### src/core/ssd_consts.vh
// Register offsets, field positions, reset values and timing counts of the stall detector
`ifndef SSD_CONSTS_VH
`define SSD_CONSTS_VH
// Register byte offsets
`define SSD_OFS_CTRL 12'h000
`define SSD_OFS_CNTCTL 12'h004
`define SSD_OFS_FLAG 12'h008
`define SSD_OFS_COUNT 12'h00C
`define SSD_OFS_ACC 12'h010
// Coil control register fields
`define SSD_CTRL_STEP_LO 0
`define SSD_CTRL_DRIVE_COIL_CONTROL 2
`define SSD_CTRL_ITG 3
`define SSD_CTRL_CLKS_LO 4
`define SSD_CTRL_WAI 6
`define SSD_CTRL_CPU 7
`define SSD_CTRL_RETURN_TO_ZERO_ENABLE 8
`define SSD_CTRL_RECIRCULATION_SELECT 9
`define SSD_CTRL_SMS 10
// Counter control register fields
`define SSD_CC_OVIE 0
`define SSD_CC_EN 2
`define SSD_CC_FLOAD 3
`define SSD_CC_PRE 4
`define SSD_CC_RDLD 5
`define SSD_CC_MOD 6
`define SSD_CC_UFIE 7
// Flag register fields
`define SSD_FLG_UF 7
`define SSD_FLG_OV 0
// Reset and limit values
`define SSD_CNT_PRESET 16'hFFFF
`define SSD_ACC_MAX 16'h7FFF
`define SSD_ACC_MIN 16'h8000
// Prescale divisors
`define SSD_DIV_LO 64
`define SSD_DIV_HI 512
`define SSD_SMP_DIV_BASE 8
// Terminal counts of the prescalers, one less than each divisor
`define SSD_PRE_TOP_LO 9'h03F
`define SSD_PRE_TOP_HI 9'h1FF
`define SSD_SMP_TOP_0 6'h07
`define SSD_SMP_TOP_1 6'h0F
`define SSD_SMP_TOP_2 6'h1F
`define SSD_SMP_TOP_3 6'h3F
`endif

### src/core/ssd_core.v
// Stepper stall detector core: APB registers, down-counter, accumulator, coil routing
`timescale 1ns/1ps
`include "ssd_consts.vh"

module ssd_core (
    // Clock and reset
    input wire pclk,
    input wire presetn,
    // APB slave
    input wire psel,
    input wire penable,
    input wire pwrite,
    input wire [11:0] paddr,
    input wire [31:0] pwdata,
    output reg [31:0] prdata,
    output reg pready,
    output reg pslverr,
    // Power management
    input wire stop_mode,
    input wire wait_mode,
    // Sigma-delta converter
    input wire sd_sample,
    output reg sd_reset,
    output reg sd_power_up,
    // Coil routing: 2 bits per coil, 00 off, 01 drive, 10 recirculate, 11 converter
    output reg [1:0] sin_coil_mode,
    output reg [1:0] cos_coil_mode,
    output reg [1:0] step_state,
    output reg coil_polarity,
    output reg motor_select,
    // Interrupts
    output reg underflow_irq,
    output reg overflow_irq
);

    // Coil routing codes
    localparam [1:0] COIL_OFF = 2'h0;
    localparam [1:0] COIL_DRIVE = 2'h1;
    localparam [1:0] COIL_RECIRC = 2'h2;
    localparam [1:0] COIL_CONV = 2'h3;

    reg [10:0] ctrl_q;
    reg [7:0] cntctl_q;
    reg flag_uf_q;
    reg flag_ov_q;
    reg [15:0] count_q;
    reg [15:0] load_q;
    reg [15:0] acc_q;
    reg [8:0] pre_cnt_q;
    reg [5:0] smp_cnt_q;
    reg [1:0] clks_act_q;
    reg pre_act_q;

    wire wr = psel & penable & pwrite;
    wire wr_ctrl = wr & (paddr == `SSD_OFS_CTRL);
    wire wr_cc = wr & (paddr == `SSD_OFS_CNTCTL);
    wire wr_flag = wr & (paddr == `SSD_OFS_FLAG);
    wire wr_cnt = wr & (paddr == `SSD_OFS_COUNT);
    wire integrate_control = ctrl_q[`SSD_CTRL_ITG];
    wire drive_coil_control = ctrl_q[`SSD_CTRL_DRIVE_COIL_CONTROL];
    wire return_to_zero_enable = ctrl_q[`SSD_CTRL_RETURN_TO_ZERO_ENABLE];
    wire cnt_en = cntctl_q[`SSD_CC_EN];
    wire modulus_mode = cntctl_q[`SSD_CC_MOD];
    // Low power freezes the prescaler and powers the converter down
    wire lp_halt = stop_mode | (wait_mode & ctrl_q[`SSD_CTRL_WAI]);
    wire conv_on = ctrl_q[`SSD_CTRL_CPU] & ~lp_halt;

    // Counter prescaler; the divisor only changes at a load, so no runt tick
    wire [8:0] pre_top = pre_act_q ? `SSD_PRE_TOP_HI : `SSD_PRE_TOP_LO;
    wire cnt_tick = cnt_en & ~lp_halt & (pre_cnt_q >= pre_top);
    // A load restarts the prescaler so the first tick is a full period away
    wire force_ld = wr_cc & pwdata[`SSD_CC_FLOAD];
    wire cnt_load = cnt_en & (force_ld | (wr_cnt & ~modulus_mode));

    // Sample prescaler: 8 << field
    reg [5:0] smp_top;
    always @* begin
        case (clks_act_q)
            2'h0: smp_top = `SSD_SMP_TOP_0;
            2'h1: smp_top = `SSD_SMP_TOP_1;
            2'h2: smp_top = `SSD_SMP_TOP_2;
            default: smp_top = `SSD_SMP_TOP_3;
        endcase
    end
    wire smp_tick = integrate_control & conv_on & (smp_cnt_q >= smp_top);

    // Underflow: count reaches zero from one on a tick
    wire uf_event = cnt_tick & (count_q == 16'h0001);
    wire [16:0] acc_nx_p = {acc_q[15], acc_q} + 17'h00001;
    wire [16:0] acc_nx_m = {acc_q[15], acc_q} - 17'h00001;
    wire ov_pos = smp_tick & sd_sample & (acc_q == `SSD_ACC_MAX);
    wire ov_neg = smp_tick & ~sd_sample & (acc_q == `SSD_ACC_MIN);
    wire ov_event = ov_pos | ov_neg;

    // Control registers
    always @(posedge pclk or negedge presetn) begin
        if (!presetn) begin
            ctrl_q <= 11'h000;
            cntctl_q <= 8'h00;
        end else begin
            if (wr_ctrl) begin
                ctrl_q <= pwdata[10:0];
            end
            if (wr_cc) begin
                cntctl_q <= pwdata[7:0] & ~(8'h01 << `SSD_CC_FLOAD);
            end
        end
    end

    // Sticky flags; a set in the clear cycle wins
    always @(posedge pclk or negedge presetn) begin
        if (!presetn) begin
            flag_uf_q <= 1'b0;
            flag_ov_q <= 1'b0;
        end else begin
            flag_uf_q <= uf_event | (flag_uf_q & ~(wr_flag & pwdata[`SSD_FLG_UF]));
            flag_ov_q <= ov_event | (flag_ov_q & ~(wr_flag & pwdata[`SSD_FLG_OV]));
        end
    end

    // Prescalers
    always @(posedge pclk or negedge presetn) begin
        if (!presetn) begin
            pre_cnt_q <= 9'h000;
            smp_cnt_q <= 6'h00;
            clks_act_q <= 2'h0;
        end else begin
            if (!cnt_en || cnt_tick || cnt_load) begin
                pre_cnt_q <= 9'h000;
            end else if (!lp_halt) begin
                pre_cnt_q <= pre_cnt_q + 9'h001;
            end
            // Rate field takes effect only while integration is off
            // A field written together with the integrate bit still applies
            if (!integrate_control) begin
                clks_act_q <= wr_ctrl ? pwdata[`SSD_CTRL_CLKS_LO +: 2] :
                    ctrl_q[`SSD_CTRL_CLKS_LO +: 2];
            end
            if (!integrate_control || smp_tick) begin
                smp_cnt_q <= 6'h00;
            end else if (conv_on) begin
                smp_cnt_q <= smp_cnt_q + 6'h01;
            end
        end
    end

    // Down-counter and load register
    always @(posedge pclk or negedge presetn) begin
        if (!presetn) begin
            count_q <= `SSD_CNT_PRESET;
            load_q <= 16'h0000;
            pre_act_q <= 1'b0;
        end else begin
            if (wr_cnt) begin
                load_q <= pwdata[15:0];
            end
            if (!cnt_en) begin
                count_q <= `SSD_CNT_PRESET;
            end else if (wr_cc && pwdata[`SSD_CC_FLOAD]) begin
                count_q <= wr_cnt ? pwdata[15:0] : load_q;
                pre_act_q <= cntctl_q[`SSD_CC_PRE];
            end else if (wr_cnt && !modulus_mode) begin
                count_q <= pwdata[15:0];
                pre_act_q <= cntctl_q[`SSD_CC_PRE];
            end else if (cnt_tick) begin
                if (count_q != 16'h0000) begin
                    count_q <= count_q - 16'h0001;
                end else if (modulus_mode) begin
                    count_q <= load_q;
                    pre_act_q <= cntctl_q[`SSD_CC_PRE];
                end
            end
        end
    end

    // Integration accumulator
    always @(posedge pclk or negedge presetn) begin
        if (!presetn) begin
            acc_q <= 16'h0000;
        end else if (!integrate_control) begin
            acc_q <= 16'h0000;
        end else if (smp_tick && !ov_event) begin
            acc_q <= sd_sample ? acc_nx_p[15:0] : acc_nx_m[15:0];
        end
    end

    // Coil routing per mode; first coil is cos in even steps, sin in odd
    reg [1:0] meas_mode;
    reg [1:0] other_mode;
    always @* begin
        case ({integrate_control, drive_coil_control})
            2'b00: begin
                meas_mode = COIL_RECIRC;
                other_mode = COIL_OFF;
            end
            2'b01: begin
                meas_mode = COIL_RECIRC;
                other_mode = COIL_DRIVE;
            end
            2'b10: begin
                meas_mode = COIL_CONV;
                other_mode = COIL_OFF;
            end
            default: begin
                meas_mode = COIL_CONV;
                other_mode = COIL_DRIVE;
            end
        endcase
        if (!return_to_zero_enable) begin
            meas_mode = integrate_control ? COIL_CONV : COIL_OFF;
            other_mode = COIL_OFF;
        end else if (lp_halt) begin
            meas_mode = COIL_RECIRC;
            other_mode = COIL_RECIRC;
        end
    end

    // Registered pin and interrupt outputs
    always @(posedge pclk or negedge presetn) begin
        if (!presetn) begin
            sin_coil_mode <= COIL_OFF;
            cos_coil_mode <= COIL_OFF;
            step_state <= 2'h0;
            coil_polarity <= 1'b0;
            motor_select <= 1'b0;
            sd_reset <= 1'b1;
            sd_power_up <= 1'b0;
            underflow_irq <= 1'b0;
            overflow_irq <= 1'b0;
        end else begin
            step_state <= ctrl_q[`SSD_CTRL_STEP_LO +: 2];
            sin_coil_mode <= ctrl_q[`SSD_CTRL_STEP_LO] ? meas_mode : other_mode;
            cos_coil_mode <= ctrl_q[`SSD_CTRL_STEP_LO] ? other_mode : meas_mode;
            coil_polarity <= ctrl_q[`SSD_CTRL_STEP_LO + 1] ^ ctrl_q[`SSD_CTRL_RECIRCULATION_SELECT];
            motor_select <= ctrl_q[`SSD_CTRL_SMS];
            sd_reset <= ~integrate_control;
            sd_power_up <= conv_on;
            underflow_irq <= flag_uf_q & cntctl_q[`SSD_CC_UFIE];
            overflow_irq <= flag_ov_q & cntctl_q[`SSD_CC_OVIE];
        end
    end

    // APB: zero wait states, error on unmapped address
    reg [31:0] rd_d;
    reg hit_d;
    always @* begin
        rd_d = 32'h00000000;
        hit_d = 1'b1;
        if (paddr == `SSD_OFS_CTRL) begin
            rd_d = {21'h000000, ctrl_q};
        end else if (paddr == `SSD_OFS_CNTCTL) begin
            rd_d = {24'h000000, cntctl_q};
        end else if (paddr == `SSD_OFS_FLAG) begin
            rd_d = {24'h000000, flag_uf_q, 6'h00, flag_ov_q};
        end else if (paddr == `SSD_OFS_COUNT) begin
            rd_d = {16'h0000, cntctl_q[`SSD_CC_RDLD] ? load_q : count_q};
        end else if (paddr == `SSD_OFS_ACC) begin
            rd_d = {16'h0000, acc_q};
        end else begin
            hit_d = 1'b0;
        end
    end

    always @(posedge pclk or negedge presetn) begin
        if (!presetn) begin
            prdata <= 32'h00000000;
            pready <= 1'b0;
            pslverr <= 1'b0;
        end else begin
            pready <= psel & ~penable;
            pslverr <= psel & ~penable & ~hit_d;
            prdata <= (psel & ~penable & ~pwrite) ? rd_d : 32'h00000000;
        end
    end

endmodule

### config.mk
export PLATFORM = sky130hd
export DESIGN_NAME = ssd_core
export DESIGN_NICKNAME = d
export VERILOG_FILES = /design/src/core/ssd_core.v
export VERILOG_INCLUDE_DIRS = /design/src /design/src/core
export SDC_FILE = /design/constraint.sdc
export NUM_CORES = 1
export LEC_CHECK = 0
export ABC_AREA = 1
export BUFFER_PORTS_ARGS = -buffer_cell sky130_fd_sc_hd__buf_2
export CAP_MARGIN = 20
export CORE_MARGIN = 2
export CORE_UTILIZATION = 55
export CTS_BUF_LIST = sky130_fd_sc_hd__clkbuf_4 sky130_fd_sc_hd__clkbuf_8 sky130_fd_sc_hd__clkbuf_16
export DETAILED_ROUTE_END_ITERATION = 7
export HOLD_SLACK_MARGIN = 0.03
export PLACE_DENSITY = 0.78
export SETUP_SLACK_MARGIN = 0.4
export SYNTH_ARGS = -nofsm -noshare
export SYNTH_HDL_FRONTEND = slang
export SYNTH_SLANG_ARGS = --single-unit
### constraint.sdc
create_clock -name pclk -period 4 [get_ports pclk]
set_input_delay 1.2 -clock pclk [delete_from_list [all_inputs] [get_ports pclk]]
set_output_delay 1.2 -clock pclk [all_outputs]
set_load 0.01 [all_outputs]
# [After elaboration in Yosys (flattened, before gate mapping)]
# Cells that the tools add are included.
[totals] register_bits=132 latchBits=0 ram_bits=0 rom_bits=0 input_bits=52 output_inout_bits=46 wordCells=154 mem_count=0
[classes] add_sub_neg=5 mul=0 div_mod_pow=0 order_cmp=2 n_eq_ne=16 shifts=0 mux=43 n_bitwise=44 reduce_logical=21
[op_table] operator="$mux W16" n=15
[op_table] operator="$mux W32" n=2
[op_table] operator="$and A1 B1 Y1" n=29
[op_table] operator="$mux W9" n=3
[op_table] operator="$eq A12 B4 Y1 const B" n=2
[op_table] operator="$pmux W6 S3" n=1
[op_table] operator="$add A16 B2 Y16 const B" n=1
[op_table] operator="$eq A16 B1 Y1 const B" n=1
[op_table] operator="$eq A16 B15 Y1 const B" n=1
[op_table] operator="$eq A16 B16 Y1 const B" n=1
[op_table] operator="$mux W2" n=8
[op_table] operator="$reduce_bool A16 Y1" n=1
[op_table] operator="$sub A16 B1 Y16 const B" n=1
[op_table] operator="$sub A16 B2 Y16 const B" n=1
[op_table] operator="$eq A12 B3 Y1 const B" n=1
[op_table] operator="$eq A12 B5 Y1 const B" n=1
[op_table] operator="$logic_not A12 Y1" n=1
[op_table] operator="$mux W1" n=12
[op_table] operator="$mux W6" n=2
[op_table] operator="$add A9 B1 Y9 const B" n=1
[op_table] operator="$ge A9 B9 Y1" n=1
[op_table] operator="$not A1 Y1" n=9
[op_table] operator="$add A6 B1 Y6 const B" n=1
[op_table] operator="$ge A6 B6 Y1" n=1
[op_table] operator="17 further kinds" n=34

# [Depth between registers and ports, before layout]
# Gate-level depths: netlist of the first run.
[logic_depth] depth_word=13 depth_mapped=15 mapped_depth_nobuf=14

# [Least setup slack after synthesis of the first run]
# Ideal clock, no wire load.
[synth_timing] kind="input port to flip-flop" startpoint="input port sd_sample" endpoint="register acc_q[6]" setup_ps=117 t_arrival_ps=2648 t_required_ps=3883 slack_ps=1235 stages=10 n_path_buf=0 path_cell_list="inv_1 ha_1 a21oi_1 nand2_1 a21boi_0 inv_1 o21ai_0 a21oi_1 nand2_1 nand2_1"
[synth_between] elab_chain_len=7 word_cells_on_any_way=12 classes_between="eq/ne (1); mux (3); bitwise (6); reduce/logical (2)"
[synth_lines] element="from (decl)" line="ssd_core.v:22" text="input wire sd_sample,"
[synth_lines] element="$not A1 Y1" line="ssd_core.v:92" text="wire ov_neg = smp_tick & ~sd_sample & (acc_q == `SSD_ACC_MIN);"
[synth_lines] element="$and A1 B1 Y1 (2 in a row)" line="ssd_core.v:92"
[synth_lines] element="$or A1 B1 Y1" line="ssd_core.v:93" text="wire ov_event = ov_pos | ov_neg;"
[synth_lines] element="$logic_not A1 Y1" line="ssd_core.v:182" text="end else if (smp_tick && !ov_event) begin"
[synth_lines] element="$logic_and A1 B1 Y1" line="ssd_core.v:182"
[synth_lines] element="$ne A2 B1 Y1 (no source line)"
[synth_lines] element="to (signal assigned)" line="ssd_core.v:183" text="acc_q <= sd_sample ? acc_nx_p[15:0] : acc_nx_m[15:0];"
[synth_lines] element="to (decl)" line="ssd_core.v:48" text="reg [15:0] acc_q;"
# Parallel ways exist; a longest one is shown, timed or not. The select of a mux whose other input is x is not followed.
# A chain may end at the register's enable or synchronous reset.

# [Worst setup path in the final report of the first run]
[layout_timing] startpoint="input port sd_sample" endpoint="register acc_q[14]"
# Same word-level chain as after synthesis.

==> qor.csv, run 1 <==
stage,metric,value,unit
hold_path,hold crit path type,flop to flop,
route,TritonRoute pass-1 iters,5,
timing,Max Slew Vio Count,0,
setup_path,R2R Path Start,cntctl_q[2],
pwr,"Power, Total",2.93,mW
timing,Rel. slew slack,0.431,
route,antenna-violating nets left,0,
synth,Post-synth EDFFs,0,
synth,top_reg_cell synth,dfrtp_1,
setup_path,CP required,4.32,ns
die,Initial Util,0.567,
clock_tree,CTS hold repair buffers,0,
die,width of the die,121,um
die,I/O Pins,98,
clock_tree,root buf cell,clkbuf_16,
pwr,power share of the combinational group,0.053,
setup_path,worst-path fanout max,15,
grt,gr usage total,0.299,
place,dpl hpwl,14.9,mm
clock_tree,setup bufs post-CTS,0,
place,dpl cells,1276,
setup_path,crit path DAT,3.25,ns
synth,Synth warnings,0,
layout,fin cells,1308,
die,die height,121,um
synth,cell taking the most area after synthesis,dfrtp_1,
route,Residual DRC,0,
die,FP Rows,42,
timing,Hold Fails Final Rpt,0,
setup_path,Worst R2R Path Depth,7,
route,via count,7250,
synth,post-synthesis compound-gate area fraction,0.119,
route,DR iter-0 viols,780,
pwr,peak supply drop,0.312,mV
pwr,Lkg Pwr,4.54,nW
synth,simple-gate portion of the synthesized area,0.336,
pwr,PD cells,343,mW/mm2
timing,Tcrit/Tclk final,0.734,
clock_tree,CTS tree,yes,
synth,Post-Synth XOR/XNOR Area,0.0151,
clock_tree,"Clk Latency, worst-skew pair",0.43,ns
pwr,share of power burned in the clock network,0.541,
hold_path,hold endpoint,motor_select,
grt,GRT Residual Overflow,0,
timing,endpoints failing setup,0,
status,status,finished clean,
clock_tree,htree depth,4,
setup_path,CP cell instances,buf_2 -> inv_1 -> ha_1 -> a21oi_1 -> nand2_1 -> a21boi_0 -> inv_1 -> nand4_1 -> nand3_1 -> nand3_1 -> nand2_1,
synth,mean post-synth cell area,7.15,um2
timing,final worst slack,1.06,ns
synth,largest cells by area after synthesis,"dfrtp_1, nand2_1, dfstp_2",
timing,clk_skew,0.00796,ns
clock_tree,Max Root-Sink Buffers,2,
die,core area,0.0133,mm2
setup_path,r2r endpoint,count_q[5],
layout,layout cells sized above 1,0.148,
synth,Post-synth top cells,"nand2_1, inv_1, dfrtp_1",
layout,Layout area overhead,13.3,%
setup_path,CP endpoint kind,flop,
synth,synthesized area,0.00753,mm2
route,Vias/cell,5.54,
synth,multiplexer area fraction after synthesis,0.00299,
setup_path,crit start category,input port,
pwr,internal power,2.26,mW
synth,Netlist cell types,51,
clock_tree,Clock transition at path regs,0.05,ns
setup_path,slowest cell delay on critical path,0.46,ns
hold_path,min-delay src,ctrl_q[10],
route,final WL,20.8,mm
timing,RSZ-0062 raised after global routing,false,
synth,Post-synth ARST share,1.00,
timing,Max Clock Freq,341,MHz
synth,Yosys top cell area share,0.329,
place,GPL Wtd Cong,0.989,
synth,"Seq/Total Area, Yosys",0.388,
clock_tree,Num CTS Buffers,17,
place,pre-CTS setup slack,0.708,ns
setup_path,CP max-delay cell,inv_1,
grt,initial antenna violation count,0,
synth,Synth Register Bits,116,
synth,post-synthesis adder-cell area fraction,0.0442,
synth,main combinational cell family by area after synthesis,simple AND/OR/NAND/NOR gates,
clock_tree,cts repair resizes,0,
grt,pin count of the biggest net entering global routing,65,
run,max_cap viols,0,
setup_path,kind of critical path,input port to flop,
pwr,switch share,0.228,
pwr,Sequential Power Share,0.406,
clock_tree,CTS Sinks,116,
timing,Worst Max-Slew Pin Slew,0.853,ns
timing,total negative setup slack,0,ns
timing,min cycle time layout,2.94,ns
place,buffers added on ports,65,
grt,first-pass GRT wire length,33.6,mm
pwr,Psw,0.667,mW
synth,Post-Synthesis Cells,1054,
synth,cell with the most instances after synthesis,nand2_1,
hold_path,WHS Path Cells,0,
die,die area,0.0147,mm2
setup_path,flop2flop setup slack,1.69,ns
route,routed len/inst,15.9,um
layout,number of inserted diodes,0,
layout,Layout Nets,1197,
grt,vias in the first global route,6692,
==> worst max-delay path, delay by kind of cell <==
family,cells,cell delay (ns)
buf+inv,3,0.74
fa+ha+maj,1,0.38
compound gates,2,0.45
simple gates,5,0.47
==> per-layer routing <==
metal	GRT usage	part of all wire	vias to the layer above
met2	0.461	0.46	330
met3	0.0742	0.086	47
li1	-	-	3524
met5	0	0	-
met1	0.412	0.43	3349
met4	0.101	0.026	0
==> placed cells by master, fill, tap and decap left out, types with 5 or more instances in the layout <==
cell type,Yosys,routed
nand2_1,337,337
o21ai_1,22,22
clkbuf_16,0,17
xor2_1,11,11
dfstp_2,17,17
nand4_1,16,16
dfrtp_1,99,99
o21bai_1,5,5
nor2_1,88,88
conb_1,1,16
o21ai_2,7,7
o21ai_0,48,48
o211ai_1,10,10
buf_4,19,6
nand2_2,17,17
nand3_1,81,81
a21oi_1,55,55
nor3_1,15,15
buf_2,7,64
inv_1,110,110
ha_1,25,25
==> registers in the layout (all words and copies together), names as in the netlist, 6 cells and up <==
signal     flops
smp_cnt_q      6
load_q        16
acc_q         16
cntctl_q       7
ctrl_q        11
pre_cnt_q      9
count_q       16
prdata        16
==> metrics by stage <==
stage	hold slack, ns	area (um2)	util
final	0.423	8540	0.642
after global routing	0.437	8540	0.642
after CTS	0.420	8540	0.642
after detailed placement	0.404	7930	0.596
after global placement	0.393	7930	0.596
after floorplan	0.371	7590	-
==> how the worst max path moves through the flow <==
stage	cells past startpoint	endpoint	slack (ns)	startpoint
detailed placement	11	acc_q[14]	0.71	sd_sample
global placement	11	acc_q[14]	0.70	sd_sample
floorplan	10	acc_q[6]	1.23	sd_sample
global route	11	acc_q[14]	0.91	sd_sample
finish	11	acc_q[14]	1.06	sd_sample
CTS	11	acc_q[14]	1.14	sd_sample
==> layout make-up <==
class | count | area, um2
Tap cell | 176 | 220
Fill cell | 1209 | 4760
Multi-Input combinational cell | 795 | 3950
Clock inverter | 9 | 128
Clock buffer | 23 | 483
Inverter | 118 | 447
Sequential cell | 116 | 2920
Timing Repair Buffer | 71 | 385
==> kinds of logic after synthesis <==
family | Yosys count
muxes | 2
and+or+nand+nor | 579
DFF | 116
other | 1
adders and majority gates | 26
buffers and inverters | 158
xor gates and xnor gates | 13
AOI/OAI and AO/OA | 159
==> power by group through the flow <==
stage / Sequential [mW] / Clock, mW / Combinational (mW)
2_1_floorplan: 1.20 / 0 / 0.0917
3_3_place_gp: 1.21 / 0 / 0.152
3_5_place_dp: 1.21 / 0 / 0.154
4_1_cts: 1.19 / 1.59 / 0.155
5_1_grt: 1.19 / 1.65 / 0.176
6_report: 1.19 / 1.58 / 0.156
Power figures use the tool's default switching activity.
==> run 2: changes to the inputs <==
==> constraint.sdc (replaced) <==
create_clock -name pclk -period 3 [get_ports pclk]
set_input_delay 0.9 -clock pclk [delete_from_list [all_inputs] [get_ports pclk]]
set_output_delay 0.9 -clock pclk [all_outputs]
set_load 0.01 [all_outputs]
==> run 2 against run 1 <==
Final cell count up 1.3%; sequential power rose by 33%; global-route usage is 0.055 points lower; non-clock buffer count rose by 17; clock power grew 37%; critical path depth did not move; via count is 0.33% higher; worst hold slack improved by 0.031 ns; routed wire length is 0.26% lower; first-iteration DRC count shrank 13%; worst setup slack lost 0.43 ns.
==> qor.csv, run 2 (synthesized netlist as in run 1, its figures left out) <==
stage,metric,value,unit
clock_tree,root buf cell,clkbuf_16,
layout,Final Util,0.655,
timing,RSZ-0062 raised after global routing,false,
clock_tree,setup bufs post-CTS,0,
timing,WHS,0.453,ns
route,routed len/inst,15.7,um
grt,first-pass GRT wire length,33.8,mm
clock_tree,"Clk Latency, worst-skew pair",0.43,ns
setup_path,CP required,3.31,ns
die,I/O Pins,98,
layout,most frequent cells in the layout,"nand2_1, inv_1, dfrtp_1, nor2_1, nand3_1",
place,buffers added on ports,65,
timing,Max Slew Vio Count,0,
grt,gr usage total,0.299,
status,status,finished clean,
clock_tree,Max Root-Sink Buffers,2,
clock_tree,Num CTS Buffers,17,
timing,Worst Max-Slew Pin Slew,0.672,ns
timing,Max Clock Freq,423,MHz
route,Vias/cell,5.49,
timing,Tcrit/Tclk final,0.789,
grt,pin count of the biggest net entering global routing,49,
grt,vias in the first global route,6772,
timing,endpoints failing setup,0,
place,pre-CTS setup slack,0.219,ns
route,Residual DRC,0,
route,antenna-violating nets left,0,
pwr,Psw,0.913,mW
pwr,switch share,0.231,
pwr,PD cells,455,mW/mm2
die,Initial Util,0.567,
setup_path,worst-path fanout max,10,
pwr,power share of the combinational group,0.055,
clock_tree,CTS Sinks,116,
pwr,internal power,3.05,mW
pwr,share of power burned in the clock network,0.546,
layout,"commonest non-fill, non-tap cell in the layout",nand2_1,
setup_path,kind of critical path,input port to flop,
route,TritonRoute pass-1 iters,6,
timing,min cycle time layout,2.37,ns
place,dpl cells,1293,
route,via count,7274,
layout,number of inserted diodes,0,
route,DR iter-0 viols,680,
grt,initial antenna violation count,0,
layout,layout cells sized above 1,0.162,
die,die height,121,um
die,FP Rows,42,
grt,GRT Residual Overflow,0,
layout,fin cells,1325,
setup_path,crit start category,input port,
place,dpl hpwl,15.2,mm
timing,Hold Fails Final Rpt,0,
route,final WL,20.8,mm
pwr,Sequential Power Share,0.399,
timing,final worst slack,0.634,ns
setup_path,CP endpoint kind,flop,
die,die area,0.0147,mm2
die,core area,0.0133,mm2
layout,Layout area overhead,15.6,%
timing,Rel. slew slack,0.552,
pwr,Lkg Pwr,4.62,nW
run,max_cap viols,0,
place,GPL Wtd Cong,1.01,
setup_path,crit path DAT,2.68,ns
clock_tree,htree depth,4,
clock_tree,CTS tree,yes,
timing,total negative setup slack,0,ns
die,width of the die,121,um
pwr,peak supply drop,0.370,mV
layout,Layout Nets,1214,
clock_tree,Clock transition at path regs,0.05,ns
hold_path,hold crit path type,flop to flop,
timing,clk_skew,0.00948,ns
[run 2: cell count changes in the layout (fill, tap and decap cells not counted), sizes merged]
cell,change
clkinv,-2
inv,+1
clkbuf,-1
buf,+17
clkinvlp,+2
[run 2: final timing paths]
kind | start | to | slack, ns | cells past startpoint
max in group asynchronous | presetn | count_q[11] | 1.76 | 2
hold / removal | ctrl_q[10] | motor_select | 0.45 | 0
hold reg to reg | ctrl_q[10] | motor_select | 0.45 | 0
setup reg to reg | count_q[0] | count_q[6] | 0.72 | 11
min in group asynchronous | presetn | smp_cnt_q[5] | 0.51 | 1
setup / recovery | sd_sample | acc_q[14] | 0.63 | 11
[run 2: critical path, stage by stage]
cell and delay, ns:
buf_2 0.11, clkinvlp_4 0.22, buf_4 0.24, ha_1 0.40, nand2_1 0.11, nor3_1 0.24
nand4_1 0.19, nand2_1 0.10, nand2_1 0.05, nand3_1 0.07, nand2_1 0.05
[run 2: per-layer routing]
| layer | global-route usage | share of wire |
|---|---|---|
| met3 | 0.0573 | 0.085 |
| met1 | 0.411 | 0.44 |
| met5 | 0 | 0 |
| met4 | 0.110 | 0.029 |
| met2 | 0.469 | 0.45 |
[run 2: repair_timing]
| action | in CTS | in global routing |
|---|---|---|
| gates resized for setup | 0 | 2 |
| hold buffers | 0 | 0 |
| endpoints found under the setup margin | 0 | 1 |
[run 2: final cells by class]
class | instances | area (um2)
clock buffer | 22 | 488
clock inverter | 10 | 146
fill | 1145 | 4590
inverter | 118 | 450
multi-input combinational | 795 | 3950
sequential | 116 | 2920
tap | 176 | 220
timing repair buffer | 88 | 526
[run 2: power groups by stage]
| stage | sequential [mW] | clock, mW | combinational, mW |
|---|---|---|---|
| 3_5_place_dp | 1.61 | 0 | 0.216 |
| 2_1_floorplan | 1.61 | 0 | 0.122 |
| 6_report | 1.58 | 2.16 | 0.218 |
| 3_3_place_gp | 1.61 | 0 | 0.212 |
| 4_1_cts | 1.58 | 2.17 | 0.217 |
| 5_1_grt | 1.58 | 2.25 | 0.245 |
[run 2: per-stage QoR]
| step | power [mW] | area (um2) |
|---|---|---|
| final | 3.96 | 8710 |
| after global routing | 4.08 | 8710 |
| after CTS | 3.97 | 8700 |
| after detailed placement | 1.82 | 8070 |
| after floorplan | 1.73 | 7590 |
| after global placement | 1.82 | 8070 |
